$ cat config.mk
export PLATFORM = sky130hd
export DESIGN_NAME = hmt_mailbox
export DESIGN_NICKNAME = d
export VERILOG_FILES = /design/src/hmt_mailbox_ram.v /design/src/hmt_mailbox.v
export VERILOG_INCLUDE_DIRS = /design/src /design/src/include
export SDC_FILE = /design/constraint.sdc
export NUM_CORES = 2
export LEC_CHECK = 0
export BUFFER_PORTS_ARGS = -buffer_cell sky130_fd_sc_hd__buf_2
export CORE_AREA = 2 2 645 647
export DETAILED_ROUTE_END_ITERATION = 7
export DIE_AREA = 0 0 647 649
export SLEW_MARGIN = 20
export SYNTH_ARGS = -nofsm -noshare
export SYNTH_HDL_FRONTEND = slang
export SYNTH_SLANG_ARGS = --single-unit
$ cat constraint.sdc
create_clock -name aclk -period 11.1 [get_ports aclk]
set_input_delay 2.22 -clock aclk [delete_from_list [all_inputs] [get_ports aclk]]
set_output_delay 2.22 -clock aclk [all_outputs]
set_load 0.01 [all_outputs]
$ cat src/include/hmt_regs.vh
`ifndef HMT_REGS_VH
`define HMT_REGS_VH

// ==========================================================
// register indices (byte address = 4 * index)
`define HMT_ADDR_W 12
`define HMT_IDX_W 10
`define HMT_IDX_HDR_HOST 10'h040
`define HMT_IDX_HDR_DEV 10'h041
`define HMT_IDX_CTRL_MSB 10'h042
`define HMT_IDX_CTRL_LSB 10'h043
`define HMT_IDX_FLAGS 10'h044
`define HMT_IDX_EVT 10'h045
`define HMT_IDX_MASK 10'h046
`define HMT_IDX_RD_IDX 10'h048
`define HMT_IDX_WR_IDX 10'h04A
`define HMT_IDX_DATA 10'h04C

// ==========================================================
// decoded register selects
`define HMT_SEL_W 4
`define HMT_SEL_NONE 4'h0
`define HMT_SEL_HDR_HOST 4'h1
`define HMT_SEL_HDR_DEV 4'h2
`define HMT_SEL_CTRL_MSB 4'h3
`define HMT_SEL_CTRL_LSB 4'h4
`define HMT_SEL_FLAGS 4'h5
`define HMT_SEL_EVT 4'h6
`define HMT_SEL_MASK 4'h7
`define HMT_SEL_RD_IDX 4'h8
`define HMT_SEL_WR_IDX 4'h9
`define HMT_SEL_DATA 4'hA

// ==========================================================
// field positions
`define HMT_FLG_HWP 0
`define HMT_FLG_DMP 1
`define HMT_FLG_IPS 2
`define HMT_EVT_W 2
`define HMT_EVT_OUT 0
`define HMT_EVT_IN 1
`define HMT_MSC_HI 5
`define HMT_MSC_LO 2
`define HMT_MSC_REQ_CFG 4'h1
`define HMT_MSC_REQ_STAT 4'h3

// ==========================================================
// reset values and bus answers
`define HMT_RST_BYTE 8'h00
`define HMT_RST_EVT 2'h0
`define HMT_RST_MASK 2'h0
`define HMT_RESP_OKAY 2'h0
`define HMT_RESP_SLVERR 2'h2

`endif

$ cat src/hmt_mailbox_ram.v
`timescale 1ns/10ps
`default_nettype none

// ==========================================================
// mailbox byte store, one write port, two read ports
// contents survive reset and messages so unchanged bytes need no rewrite
module hmt_mailbox_ram #(
	parameter DATA_W = 8,
	parameter AW = 8,
	parameter DEPTH = 256
) (
	input wire clk, // clock
	input wire we, // write strobe
	input wire [AW-1:0] waddr, // write index
	input wire [DATA_W-1:0] wdata, // write byte
	input wire [AW-1:0] raddr_a, // host read index
	output wire [DATA_W-1:0] rdata_a, // host read byte
	input wire [AW-1:0] raddr_b, // device read index
	output wire [DATA_W-1:0] rdata_b // device read byte
);

	reg [DATA_W-1:0] mem_reg [0:DEPTH-1];

	always @(posedge clk)
	begin
		if (we)
			mem_reg[waddr] <= wdata;
	end

	assign rdata_a = mem_reg[raddr_a];
	assign rdata_b = mem_reg[raddr_b];

endmodule // hmt_mailbox_ram

`default_nettype wire

$ cat src/hmt_mailbox.v
// Decided for this implementation: the AXI4-Lite interface to the registers.
`timescale 1ns/10ps
`default_nettype none
`include "hmt_regs.vh"

// Operation
// - header access sets pending; device clears it
// - posted outbound message raises interrupt line
// - host reads device header first
// - low control byte carries mailbox byte count
// - each data read advances read index
// - host clearing pending flag frees mailbox
// - clearing flag unread still frees mailbox
// - responses only after matching host request
// - mask off keeps line low, status set
// - config or status request both open a pending request
// - zeroed write index advances per byte
// - old mailbox bytes stay unchanged
module hmt_mailbox #(
	parameter MBX_AW = 8,
	parameter MBX_DEPTH = 256
) (
	input wire aclk, // clock
	input wire aresetn, // sync reset, low
	input wire [`HMT_ADDR_W-1:0] s_axi_awaddr, // write address
	input wire [2:0] s_axi_awprot, // unused protection
	input wire s_axi_awvalid, // write address valid
	output wire s_axi_awready, // write address ready
	input wire [31:0] s_axi_wdata, // write data
	input wire [3:0] s_axi_wstrb, // byte enables
	input wire s_axi_wvalid, // write data valid
	output wire s_axi_wready, // write data ready
	output reg [1:0] s_axi_bresp, // write response
	output reg s_axi_bvalid, // write response valid
	input wire s_axi_bready, // write response ready
	input wire [`HMT_ADDR_W-1:0] s_axi_araddr, // read address
	input wire [2:0] s_axi_arprot, // unused protection
	input wire s_axi_arvalid, // read address valid
	output wire s_axi_arready, // read address ready
	output reg [31:0] s_axi_rdata, // read data
	output reg [1:0] s_axi_rresp, // read response
	output reg s_axi_rvalid, // read data valid
	input wire s_axi_rready, // read data ready
	output wire irq, // interrupt, high active level
	output reg in_valid, // inbound message handed over, pulse
	output wire [7:0] in_header, // inbound header byte
	output wire [7:0] in_ctrl_msb, // inbound control high
	output wire [7:0] in_ctrl_lsb, // inbound byte count
	input wire in_done, // device consumed inbound, pulse
	output wire req_pending, // host request awaits response
	output wire [7:0] req_header, // header of the last handed-over message, request or not
	input wire [MBX_AW-1:0] dev_rd_addr, // device mailbox read index
	output wire [7:0] dev_rd_data, // device mailbox read byte
	input wire dev_wr_en, // device mailbox write
	input wire [MBX_AW-1:0] dev_wr_addr, // device mailbox write index
	input wire [7:0] dev_wr_data, // device mailbox write byte
	output wire dev_wr_ready, // device write taken this cycle
	input wire post_valid, // post outbound message
	input wire post_resp, // message is a response
	input wire [7:0] post_header, // outbound header byte
	input wire [7:0] post_ctrl_msb, // outbound control high
	input wire [7:0] post_ctrl_lsb, // outbound byte count
	output wire post_ready // outbound message accepted
);

	// ==========================================================
	// address decode, shared by read and write channels
	function [`HMT_SEL_W-1:0] reg_sel;
		input [`HMT_ADDR_W-1:0] addr;
		begin
			reg_sel = `HMT_SEL_NONE;
			if (addr[1:0] == 2'h0)
			begin
				case (addr[`HMT_ADDR_W-1:2])
					`HMT_IDX_HDR_HOST: reg_sel = `HMT_SEL_HDR_HOST;
					`HMT_IDX_HDR_DEV: reg_sel = `HMT_SEL_HDR_DEV;
					`HMT_IDX_CTRL_MSB: reg_sel = `HMT_SEL_CTRL_MSB;
					`HMT_IDX_CTRL_LSB: reg_sel = `HMT_SEL_CTRL_LSB;
					`HMT_IDX_FLAGS: reg_sel = `HMT_SEL_FLAGS;
					`HMT_IDX_EVT: reg_sel = `HMT_SEL_EVT;
					`HMT_IDX_MASK: reg_sel = `HMT_SEL_MASK;
					`HMT_IDX_RD_IDX: reg_sel = `HMT_SEL_RD_IDX;
					`HMT_IDX_WR_IDX: reg_sel = `HMT_SEL_WR_IDX;
					`HMT_IDX_DATA: reg_sel = `HMT_SEL_DATA;
					default: reg_sel = `HMT_SEL_NONE;
				endcase
			end
		end
	endfunction

	// ==========================================================
	// state
	reg [`HMT_ADDR_W-1:0] awaddr_reg;
	reg aw_full_reg;
	reg [7:0] wbyte_reg;
	reg wlane_reg;
	reg w_full_reg;
	reg [7:0] host_hdr_reg;
	reg [7:0] in_msb_reg;
	reg [7:0] in_lsb_reg;
	reg [7:0] dev_hdr_reg;
	reg [7:0] out_msb_reg;
	reg [7:0] out_lsb_reg;
	reg hwp_reg;
	reg hwp_next;
	reg dmp_reg;
	reg dmp_next;
	reg req_pend_reg;
	reg req_pend_next;
	reg [7:0] req_hdr_reg;
	reg [`HMT_EVT_W-1:0] evt_reg;
	reg [`HMT_EVT_W-1:0] evt_next;
	reg [`HMT_EVT_W-1:0] mask_reg;
	reg [MBX_AW-1:0] rd_idx_reg;
	reg [MBX_AW-1:0] rd_idx_next;
	reg [MBX_AW-1:0] wr_idx_reg;
	reg [MBX_AW-1:0] wr_idx_next;
	reg [31:0] rdata_next;
	reg [1:0] rresp_next;

	wire [`HMT_SEL_W-1:0] sel_w;
	wire [`HMT_SEL_W-1:0] sel_r;
	wire exec_wr;
	wire ar_hs;
	wire wr_ok;
	wire hdr_touch;
	wire take_post;
	wire dmp_clear;
	wire host_we;
	wire mem_we;
	wire [MBX_AW-1:0] mem_waddr;
	wire [7:0] mem_wdata;
	wire [7:0] host_rd_byte;
	wire [7:0] flags_byte;
	wire [3:0] hdr_msc;
	wire [7:0] hdr_now;
	wire is_request;

	// ==========================================================
	// AXI4-Lite handshakes
	// address and data are parked separately so either may come first
	assign s_axi_awready = !aw_full_reg;
	assign s_axi_wready = !w_full_reg;
	assign exec_wr = aw_full_reg && w_full_reg && !s_axi_bvalid;
	assign s_axi_arready = !s_axi_rvalid;
	assign ar_hs = s_axi_arvalid && !s_axi_rvalid;
	assign sel_w = reg_sel(awaddr_reg);
	assign sel_r = reg_sel(s_axi_araddr);
	assign wr_ok = exec_wr && wlane_reg;

	always @(posedge aclk)
	begin
		if (!aresetn)
		begin
			awaddr_reg <= {`HMT_ADDR_W{1'b0}};
			aw_full_reg <= 1'b0;
			wbyte_reg <= `HMT_RST_BYTE;
			wlane_reg <= 1'b0;
			w_full_reg <= 1'b0;
			s_axi_bvalid <= 1'b0;
			s_axi_bresp <= `HMT_RESP_OKAY;
			s_axi_rvalid <= 1'b0;
			s_axi_rdata <= 32'h00000000;
			s_axi_rresp <= `HMT_RESP_OKAY;
		end
		else
		begin
			if (s_axi_awvalid && !aw_full_reg)
			begin
				awaddr_reg <= s_axi_awaddr;
				aw_full_reg <= 1'b1;
			end
			else if (exec_wr)
				aw_full_reg <= 1'b0;
			if (s_axi_wvalid && !w_full_reg)
			begin
				wbyte_reg <= s_axi_wdata[7:0];
				wlane_reg <= s_axi_wstrb[0];
				w_full_reg <= 1'b1;
			end
			else if (exec_wr)
				w_full_reg <= 1'b0;
			if (exec_wr)
			begin
				s_axi_bvalid <= 1'b1;
				s_axi_bresp <= (sel_w == `HMT_SEL_NONE) ? `HMT_RESP_SLVERR : `HMT_RESP_OKAY;
			end
			else if (s_axi_bready)
				s_axi_bvalid <= 1'b0;
			if (ar_hs)
			begin
				s_axi_rvalid <= 1'b1;
				s_axi_rdata <= rdata_next;
				s_axi_rresp <= rresp_next;
			end
			else if (s_axi_rready)
				s_axi_rvalid <= 1'b0;
		end
	end

	// ==========================================================
	// read data mux
	assign flags_byte = {5'h00, dmp_reg, dmp_reg, hwp_reg};

	always @*
	begin
		rdata_next = 32'h00000000;
		rresp_next = `HMT_RESP_OKAY;
		case (sel_r)
			`HMT_SEL_HDR_HOST: rdata_next[7:0] = host_hdr_reg;
			`HMT_SEL_HDR_DEV: rdata_next[7:0] = dev_hdr_reg;
			`HMT_SEL_CTRL_MSB: rdata_next[7:0] = out_msb_reg;
			`HMT_SEL_CTRL_LSB: rdata_next[7:0] = out_lsb_reg;
			`HMT_SEL_FLAGS: rdata_next[7:0] = flags_byte;
			`HMT_SEL_EVT: rdata_next[`HMT_EVT_W-1:0] = evt_reg;
			`HMT_SEL_MASK: rdata_next[`HMT_EVT_W-1:0] = mask_reg;
			`HMT_SEL_RD_IDX: rdata_next[MBX_AW-1:0] = rd_idx_reg;
			`HMT_SEL_WR_IDX: rdata_next[MBX_AW-1:0] = wr_idx_reg;
			`HMT_SEL_DATA: rdata_next[7:0] = host_rd_byte;
			default: rresp_next = `HMT_RESP_SLVERR;
		endcase
	end

	// ==========================================================
	// inbound handover and request tracking
	// any access to the host header, read or write, hands the message over
	assign hdr_touch = (exec_wr && sel_w == `HMT_SEL_HDR_HOST)
		|| (ar_hs && sel_r == `HMT_SEL_HDR_HOST);
	// a header written at the touching edge is not in the register yet
	assign hdr_now = (wr_ok && sel_w == `HMT_SEL_HDR_HOST) ? wbyte_reg : host_hdr_reg;
	assign hdr_msc = hdr_now[`HMT_MSC_HI:`HMT_MSC_LO];
	assign is_request = (hdr_msc == `HMT_MSC_REQ_CFG) || (hdr_msc == `HMT_MSC_REQ_STAT);

	// ==========================================================
	// outbound posting
	// a response needs an outstanding request; events go whenever the mailbox is free
	assign post_ready = !dmp_reg && (!post_resp || req_pend_reg);
	assign take_post = post_valid && post_ready;
	assign dmp_clear = wr_ok && sel_w == `HMT_SEL_FLAGS && !wbyte_reg[`HMT_FLG_DMP];

	always @*
	begin
		hwp_next = hwp_reg;
		if (in_done)
			hwp_next = 1'b0;
		if (hdr_touch)
			hwp_next = 1'b1;
		dmp_next = dmp_reg;
		if (dmp_clear)
			dmp_next = 1'b0;
		if (take_post)
			dmp_next = 1'b1;
		req_pend_next = req_pend_reg;
		if (take_post && post_resp)
			req_pend_next = 1'b0;
		if (hdr_touch && !hwp_reg && is_request)
			req_pend_next = 1'b1;
		evt_next = evt_reg;
		if (ar_hs && sel_r == `HMT_SEL_EVT)
			evt_next = `HMT_RST_EVT;
		if (dmp_clear)
			evt_next[`HMT_EVT_OUT] = 1'b0;
		if (take_post)
			evt_next[`HMT_EVT_OUT] = 1'b1;
		if (in_done && hwp_reg)
			evt_next[`HMT_EVT_IN] = 1'b1;
	end

	// ==========================================================
	// index registers
	// a host write to an index wins over an advance in the same cycle
	always @*
	begin
		rd_idx_next = rd_idx_reg;
		if (ar_hs && sel_r == `HMT_SEL_DATA)
			rd_idx_next = rd_idx_reg + 1'b1;
		if (wr_ok && sel_w == `HMT_SEL_RD_IDX)
			rd_idx_next = wbyte_reg[MBX_AW-1:0];
		wr_idx_next = wr_idx_reg;
		if (wr_ok && sel_w == `HMT_SEL_DATA)
			wr_idx_next = wr_idx_reg + 1'b1;
		if (wr_ok && sel_w == `HMT_SEL_WR_IDX)
			wr_idx_next = wbyte_reg[MBX_AW-1:0];
	end

	always @(posedge aclk)
	begin
		if (!aresetn)
		begin
			host_hdr_reg <= `HMT_RST_BYTE;
			in_msb_reg <= `HMT_RST_BYTE;
			in_lsb_reg <= `HMT_RST_BYTE;
			dev_hdr_reg <= `HMT_RST_BYTE;
			out_msb_reg <= `HMT_RST_BYTE;
			out_lsb_reg <= `HMT_RST_BYTE;
			hwp_reg <= 1'b0;
			dmp_reg <= 1'b0;
			req_pend_reg <= 1'b0;
			req_hdr_reg <= `HMT_RST_BYTE;
			evt_reg <= `HMT_RST_EVT;
			mask_reg <= `HMT_RST_MASK;
			rd_idx_reg <= {MBX_AW{1'b0}};
			wr_idx_reg <= {MBX_AW{1'b0}};
			in_valid <= 1'b0;
		end
		else
		begin
			hwp_reg <= hwp_next;
			dmp_reg <= dmp_next;
			req_pend_reg <= req_pend_next;
			evt_reg <= evt_next;
			rd_idx_reg <= rd_idx_next;
			wr_idx_reg <= wr_idx_next;
			// a second header touch while pending is not delivered twice
			in_valid <= hdr_touch && !hwp_reg;
			if (hdr_touch && !hwp_reg)
				req_hdr_reg <= hdr_now;
			if (wr_ok && sel_w == `HMT_SEL_HDR_HOST)
				host_hdr_reg <= wbyte_reg;
			if (wr_ok && sel_w == `HMT_SEL_CTRL_MSB)
				in_msb_reg <= wbyte_reg;
			if (wr_ok && sel_w == `HMT_SEL_CTRL_LSB)
				in_lsb_reg <= wbyte_reg;
			if (wr_ok && sel_w == `HMT_SEL_MASK)
				mask_reg <= wbyte_reg[`HMT_EVT_W-1:0];
			if (take_post)
			begin
				dev_hdr_reg <= post_header;
				out_msb_reg <= post_ctrl_msb;
				out_lsb_reg <= post_ctrl_lsb;
			end
		end
	end

	// ==========================================================
	// mailbox store; host data writes take the port over device writes
	assign host_we = wr_ok && sel_w == `HMT_SEL_DATA;
	assign dev_wr_ready = !host_we;
	assign mem_we = host_we || dev_wr_en;
	assign mem_waddr = host_we ? wr_idx_reg : dev_wr_addr;
	assign mem_wdata = host_we ? wbyte_reg : dev_wr_data;

	hmt_mailbox_ram #(
		.DATA_W(8),
		.AW(MBX_AW),
		.DEPTH(MBX_DEPTH)
	) u_ram (
		.clk(aclk),
		.we(mem_we),
		.waddr(mem_waddr),
		.wdata(mem_wdata),
		.raddr_a(rd_idx_reg),
		.rdata_a(host_rd_byte),
		.raddr_b(dev_rd_addr),
		.rdata_b(dev_rd_data)
	);

	// ==========================================================
	// outputs
	// mask gates only the line; pending status is set either way
	assign irq = |(evt_reg & mask_reg);
	assign in_header = host_hdr_reg;
	assign in_ctrl_msb = in_msb_reg;
	assign in_ctrl_lsb = in_lsb_reg;
	assign req_pending = req_pend_reg;
	assign req_header = req_hdr_reg;

endmodule // hmt_mailbox

`default_nettype wire

; Word-level counts from Yosys, hierarchy flattened
; Memory sizes are Yosys's and may differ from the RTL's. A register that Yosys moved wholly into a read port is not among the register bits.
; Index checks and enable logic that the tools add are counted.
; Widths: inputs -> output; s select.
[totals]
reg_bits = 117
latchBits = 0
ram_bits = 2048
mem_bits_ro = 0
in_bits = 125
out_inout_bits = 86
word_cells = 160
memories = 1
[memory_table]
columns = name, depth, word_bits, read_ports, rd_ports_with_merged_regs, write_ports, line_no
row1 = u_ram.mem_reg, 256, 8, 2, 1, 1, hmt_mailbox_ram.v:22  ; reg [DATA_W-1:0] mem_reg [0:DEPTH-1];
[op_classes]
n_addsub = 2
mul = 0
div = 0
order_cmp = 0
eq_ne = 40
shifts = 0
mux = 36
bitwise_logic = 1
reduce_logical = 54
[ops]
columns = operator, n
row1 = $eq 10x7->1 const B, 20
row2 = $pmux 4 s10, 2
row3 = $mux 8, 9
row4 = $pmux 6 s8, 1
row5 = $eq 4x3->1 const B, 7
row6 = $logic_and 1x1->1, 25
row7 = $eq 4x4->1 const B, 6
row8 = $pmux 2 s10, 1
row9 = $reduce_bool 2->1, 10
row10 = $mux 1, 18
row11 = $add 8x1->8 const B, 2
row12 = $eq 4x2->1 const B, 4
row13 = $eq 4x1->1 const B, 3
row14 = $reduce_or 10->1, 1
row15 = $logic_not 1->1, 9
row16 = $mux 4, 2
row17 = $mux 2, 3
row18 = $logic_not 2->1, 2
row19 = $logic_not 4->1, 1
row20 = $logic_or 1x1->1, 4
row21 = $reduce_bool 3->1, 1
row22 = $and 2x2->2, 1
row23 = $reduce_or 2->1, 1

; Logic depth before layout (Yosys ltp)
[depth]
word_depth = 10
ltp_mapped = 14
ltp_nobuf = 8

; Cells and area by module
; A second synthesis with hierarchy kept.
[unflattened]
hier_cells = 5518
hier_area_um2 = 102191.8
[modules_own_cells]
columns = mod, n_inst, cells_each, area_each_um2, seq_area_each_um2
row1 = hmt_mailbox_ram, 1, 4831, 96652.7, 61499.0
row2 = hmt_mailbox, 1, 687, 5539.1, 2302.2

; Worst setup path before layout
; OpenSTA, ideal clock, no wires.
[synth_timing]
path_type = input-to-output
startpoint = in dev_rd_addr[1]
endpoint = out dev_rd_data[6]
arrival_ps = 4488
required_ps = 8880
slack_ps = 4392
path_stages = 8
path_buffers = 4
path_cell_list = buf_2 buf_2 buf_1 buf_1 mux4_2 mux4_2 a221oi_1 o221ai_1
[synth_via]
elab_chain_len = 1
[synth_rtl]
columns = item, line_no
row1 = start: declaration, hmt_mailbox.v:52  ; input wire [MBX_AW-1:0] dev_rd_addr,
row2 = $mem_v2 256x8, n/a
row3 = end: declaration, hmt_mailbox.v:53  ; output wire [7:0] dev_rd_data,
; No other way between the ends.

; Worst setup path after layout
[layout_timing]
startpoint = in dev_rd_addr[0]
endpoint = out dev_rd_data[0]
; The elaborated chain is that of the path after synthesis.

==> results.md <==
- Setup TNS: 0 ns
- Storage element area: 64,000 sq um
- Syn Area/Cell: 18.4 sq um
- Clk root buf: clkbuf_16
- Critical Path RT: 8.88 ns
- CTS tree: yes
- Setup Skew: approximately 0.063 ns
- Fmax: 117 MHz
- Dpl hpwl: 221,000 um
- Die X-Extent: 647 um
- Worst hold path type: register to register
- MaxCap Viol Count: 0
- Syn Inst Count: 5,575
- RSZ-0062 raised after global routing: false
- DRC violations left: 0
- Critical Path Start Type: input pin
- Max FFs per register: 2,048
- Num Clock Sinks: 2,171
- Fillers: 40,600
- Reg2Reg Depth: 11
- Initial DRC count: roughly 8,900
- Layout cell share with drive strength beyond 1: 0.296
- Area of the multi-input gates: 36,200 sq um
- Drt first pass iters: 8
- Pwr dens: 150 nW/um^2
- Via-to-Cell Ratio: 5.40
- Starting Density: 0.249
- Gr ovfl total: 0
- Lkg Pwr: 34.1 nW
- Largest net degree at the start of global routing: 209
- Clk pin slew, worst setup/hold paths: 0.06 ns
- Post-synth ARST share: 0
- Finished Core Util: 0.282
- Initial antenna violation count: 35
- Routed wire length: 338,000 um
- Cell Area, Synth: roughly 100,000 sq um
- Met3 global-route usage: 0.0497
- Met2 usage: 0.241
- Hold buffer count at cts: 0
- Distinct cells, synth: 111
- Most frequent cells in the layout: edfxtp_1 (2,048), mux4_2 (1,001), nor2_1 (331), mux2i_1 (306), nand2_1 (253)
- Final worst-path cycle share: 0.769
- Status: completed
- Max Root-Sink Buffers: 4
- Crit-path max FO: 63
- Slew margin rel.: 0.172
- Hold Path Depth: 2
- Final Slew Violations: 0
- H-tree depth: 4
- Worst Path Arrival: 6.32 ns
- All-Layer GR Usage: 0.155
- Final Hold Viols: 0
- Worst-Margin Slew: around 1.2 ns
- Ys flop type: edfxtp_1
- WL per Instance: between 20 and 30 um
- First-pass GRT wire length: 469,000 um
- CTS resizes: 0
- Clk Latency, worst-skew pair: 0.93 ns
- Area of the core: 413,000 sq um
- Most common library cell in the layout ignoring fill and taps: edfxtp_1
- Postcts setup bufs: 0
- Die height: 649 um
- Post-route ant nets: 0
- GP Congestion: 0.911
- Shortest period the worst path allows: 8.54 ns
- DR vias: 61,200
- Number of global-route vias before repair: 60,200
- # IOs: between 200 and 250
- Total CTS buffers: 230
- Sequential area share after synthesis: 0.622
- # rows: 236
- Number of setup violations in the final report: 0
- Layout Nets: 5,778
- CP Class: input pin to output pin
- EDFF count, synth: 2,048
- Port Buffer Count: 151
- Max rail drop VDD: 0.151 mV
- Synth warn: 0
- Area Overhead vs Synth: 13.3%
- Met1 Use GR: 0.202
- Type of element capturing the critical path: output pin
- Seq cells post-synth: between 2,000 and 2,500
- Global routing's busiest layer: met2
- Full die area: about 420,000 sq um
-- area by class of cell --
type | instances | area share
antenna | 29 | 0.000623
timing repair buffer | 292 | 0.0181
multi-input combinational | 2937 | 0.311
sequential | 2171 | 0.549
clock inverter | 123 | 0.00937
tap | 5474 | 0.0588
clock buffer | 288 | 0.0523
inverter | 19 | 0.000655
-- per-layer routing --
| metal | wire, um | up-vias |
|---|---|---|
| li1 | - | 23800 |
| met1 | 128000 | 32700 |
| met2 | 155000 | 3963 |
| met3 | 40900 | 657 |
| met4 | 13700 | 36 |
| met5 | 305 | - |
-- metrics by stage --
| step | area (sq um) | total power [mW] | worst slack, ns | std cells | hold WS, ns |
|---|---|---|---|---|---|
| floorplan | 103000 | 9.74 | 4.39 | 5600 | 0.436 |
| global placement | 109000 | 10.1 | 2.66 | 10900 | 0.447 |
| detailed placement | 109000 | 10.1 | 2.64 | 10900 | 0.447 |
| CTS | 116000 | 17.5 | 2.65 | 11300 | 0.457 |
| global route | 116000 | 17.8 | 2.41 | 11300 | 0.482 |
| finish | 116000 | 17.4 | 2.56 | 11300 | 0.451 |
-- worst max-delay path: stages --
cell      delay [ns]
buf_8           0.64
buf_12          0.39
buf_4           0.40
mux4_2          0.60
mux4_2          0.53
a22oi_1         0.18
nand2_1         0.31
a22oi_1         0.37
o221ai_1        0.20
buf_2           0.29
-- final timing paths --
| path | to | start | slack (ns) |
|---|---|---|---|
| setup / recovery | dev_rd_data[0] | dev_rd_addr[0] | 2.56 |
| hold / removal | req_header[0] | req_header[0] | 0.45 |
| setup reg to reg | s_axi_rdata[0] | register | 4.98 |
| hold reg to reg | req_header[0] | req_header[0] | 0.45 |
-- synth_stat cells (all sizes together) (24+ instances only) --
cell type	count	area, sq um
edfxtp	2048	61500
mux4	1035	23400
nor2	340	1300
mux2i	306	3060
buf	295	2180
nand2	264	1010
clkbuf	178	707
a22oi	124	931
dfxtp	123	2460
a221oi	119	1040
o21ai	89	449
a21oi	88	440
nand3	64	335
a21boi	35	263
nor3	34	191
nor2b	30	188
nand2b	28	240
or2	27	171
a22o	26	228
a31oi	24	180
-- kinds of logic after synthesis --
group	synth area share
and+or+nand+nor	0.0415
AOI/OAI and AO/OA	0.0472
adders and majority gates	0.000243
other	0.0000365
xor gates and xnor gates	0.000682
DFF	0.622
buffers and inverters	0.0287
muxes	0.259
-- report_power, final --
part	leakage (nW)	internal (mW)	total (mW)	switching [mW]
registers	19.4	8.98	9.00	0.0220
logic	11.2	0.326	0.918	0.592
clock network	3.51	4.24	7.52	3.28
total	34.1	13.5	17.4	3.89
Power figures use the tool's default switching activity.
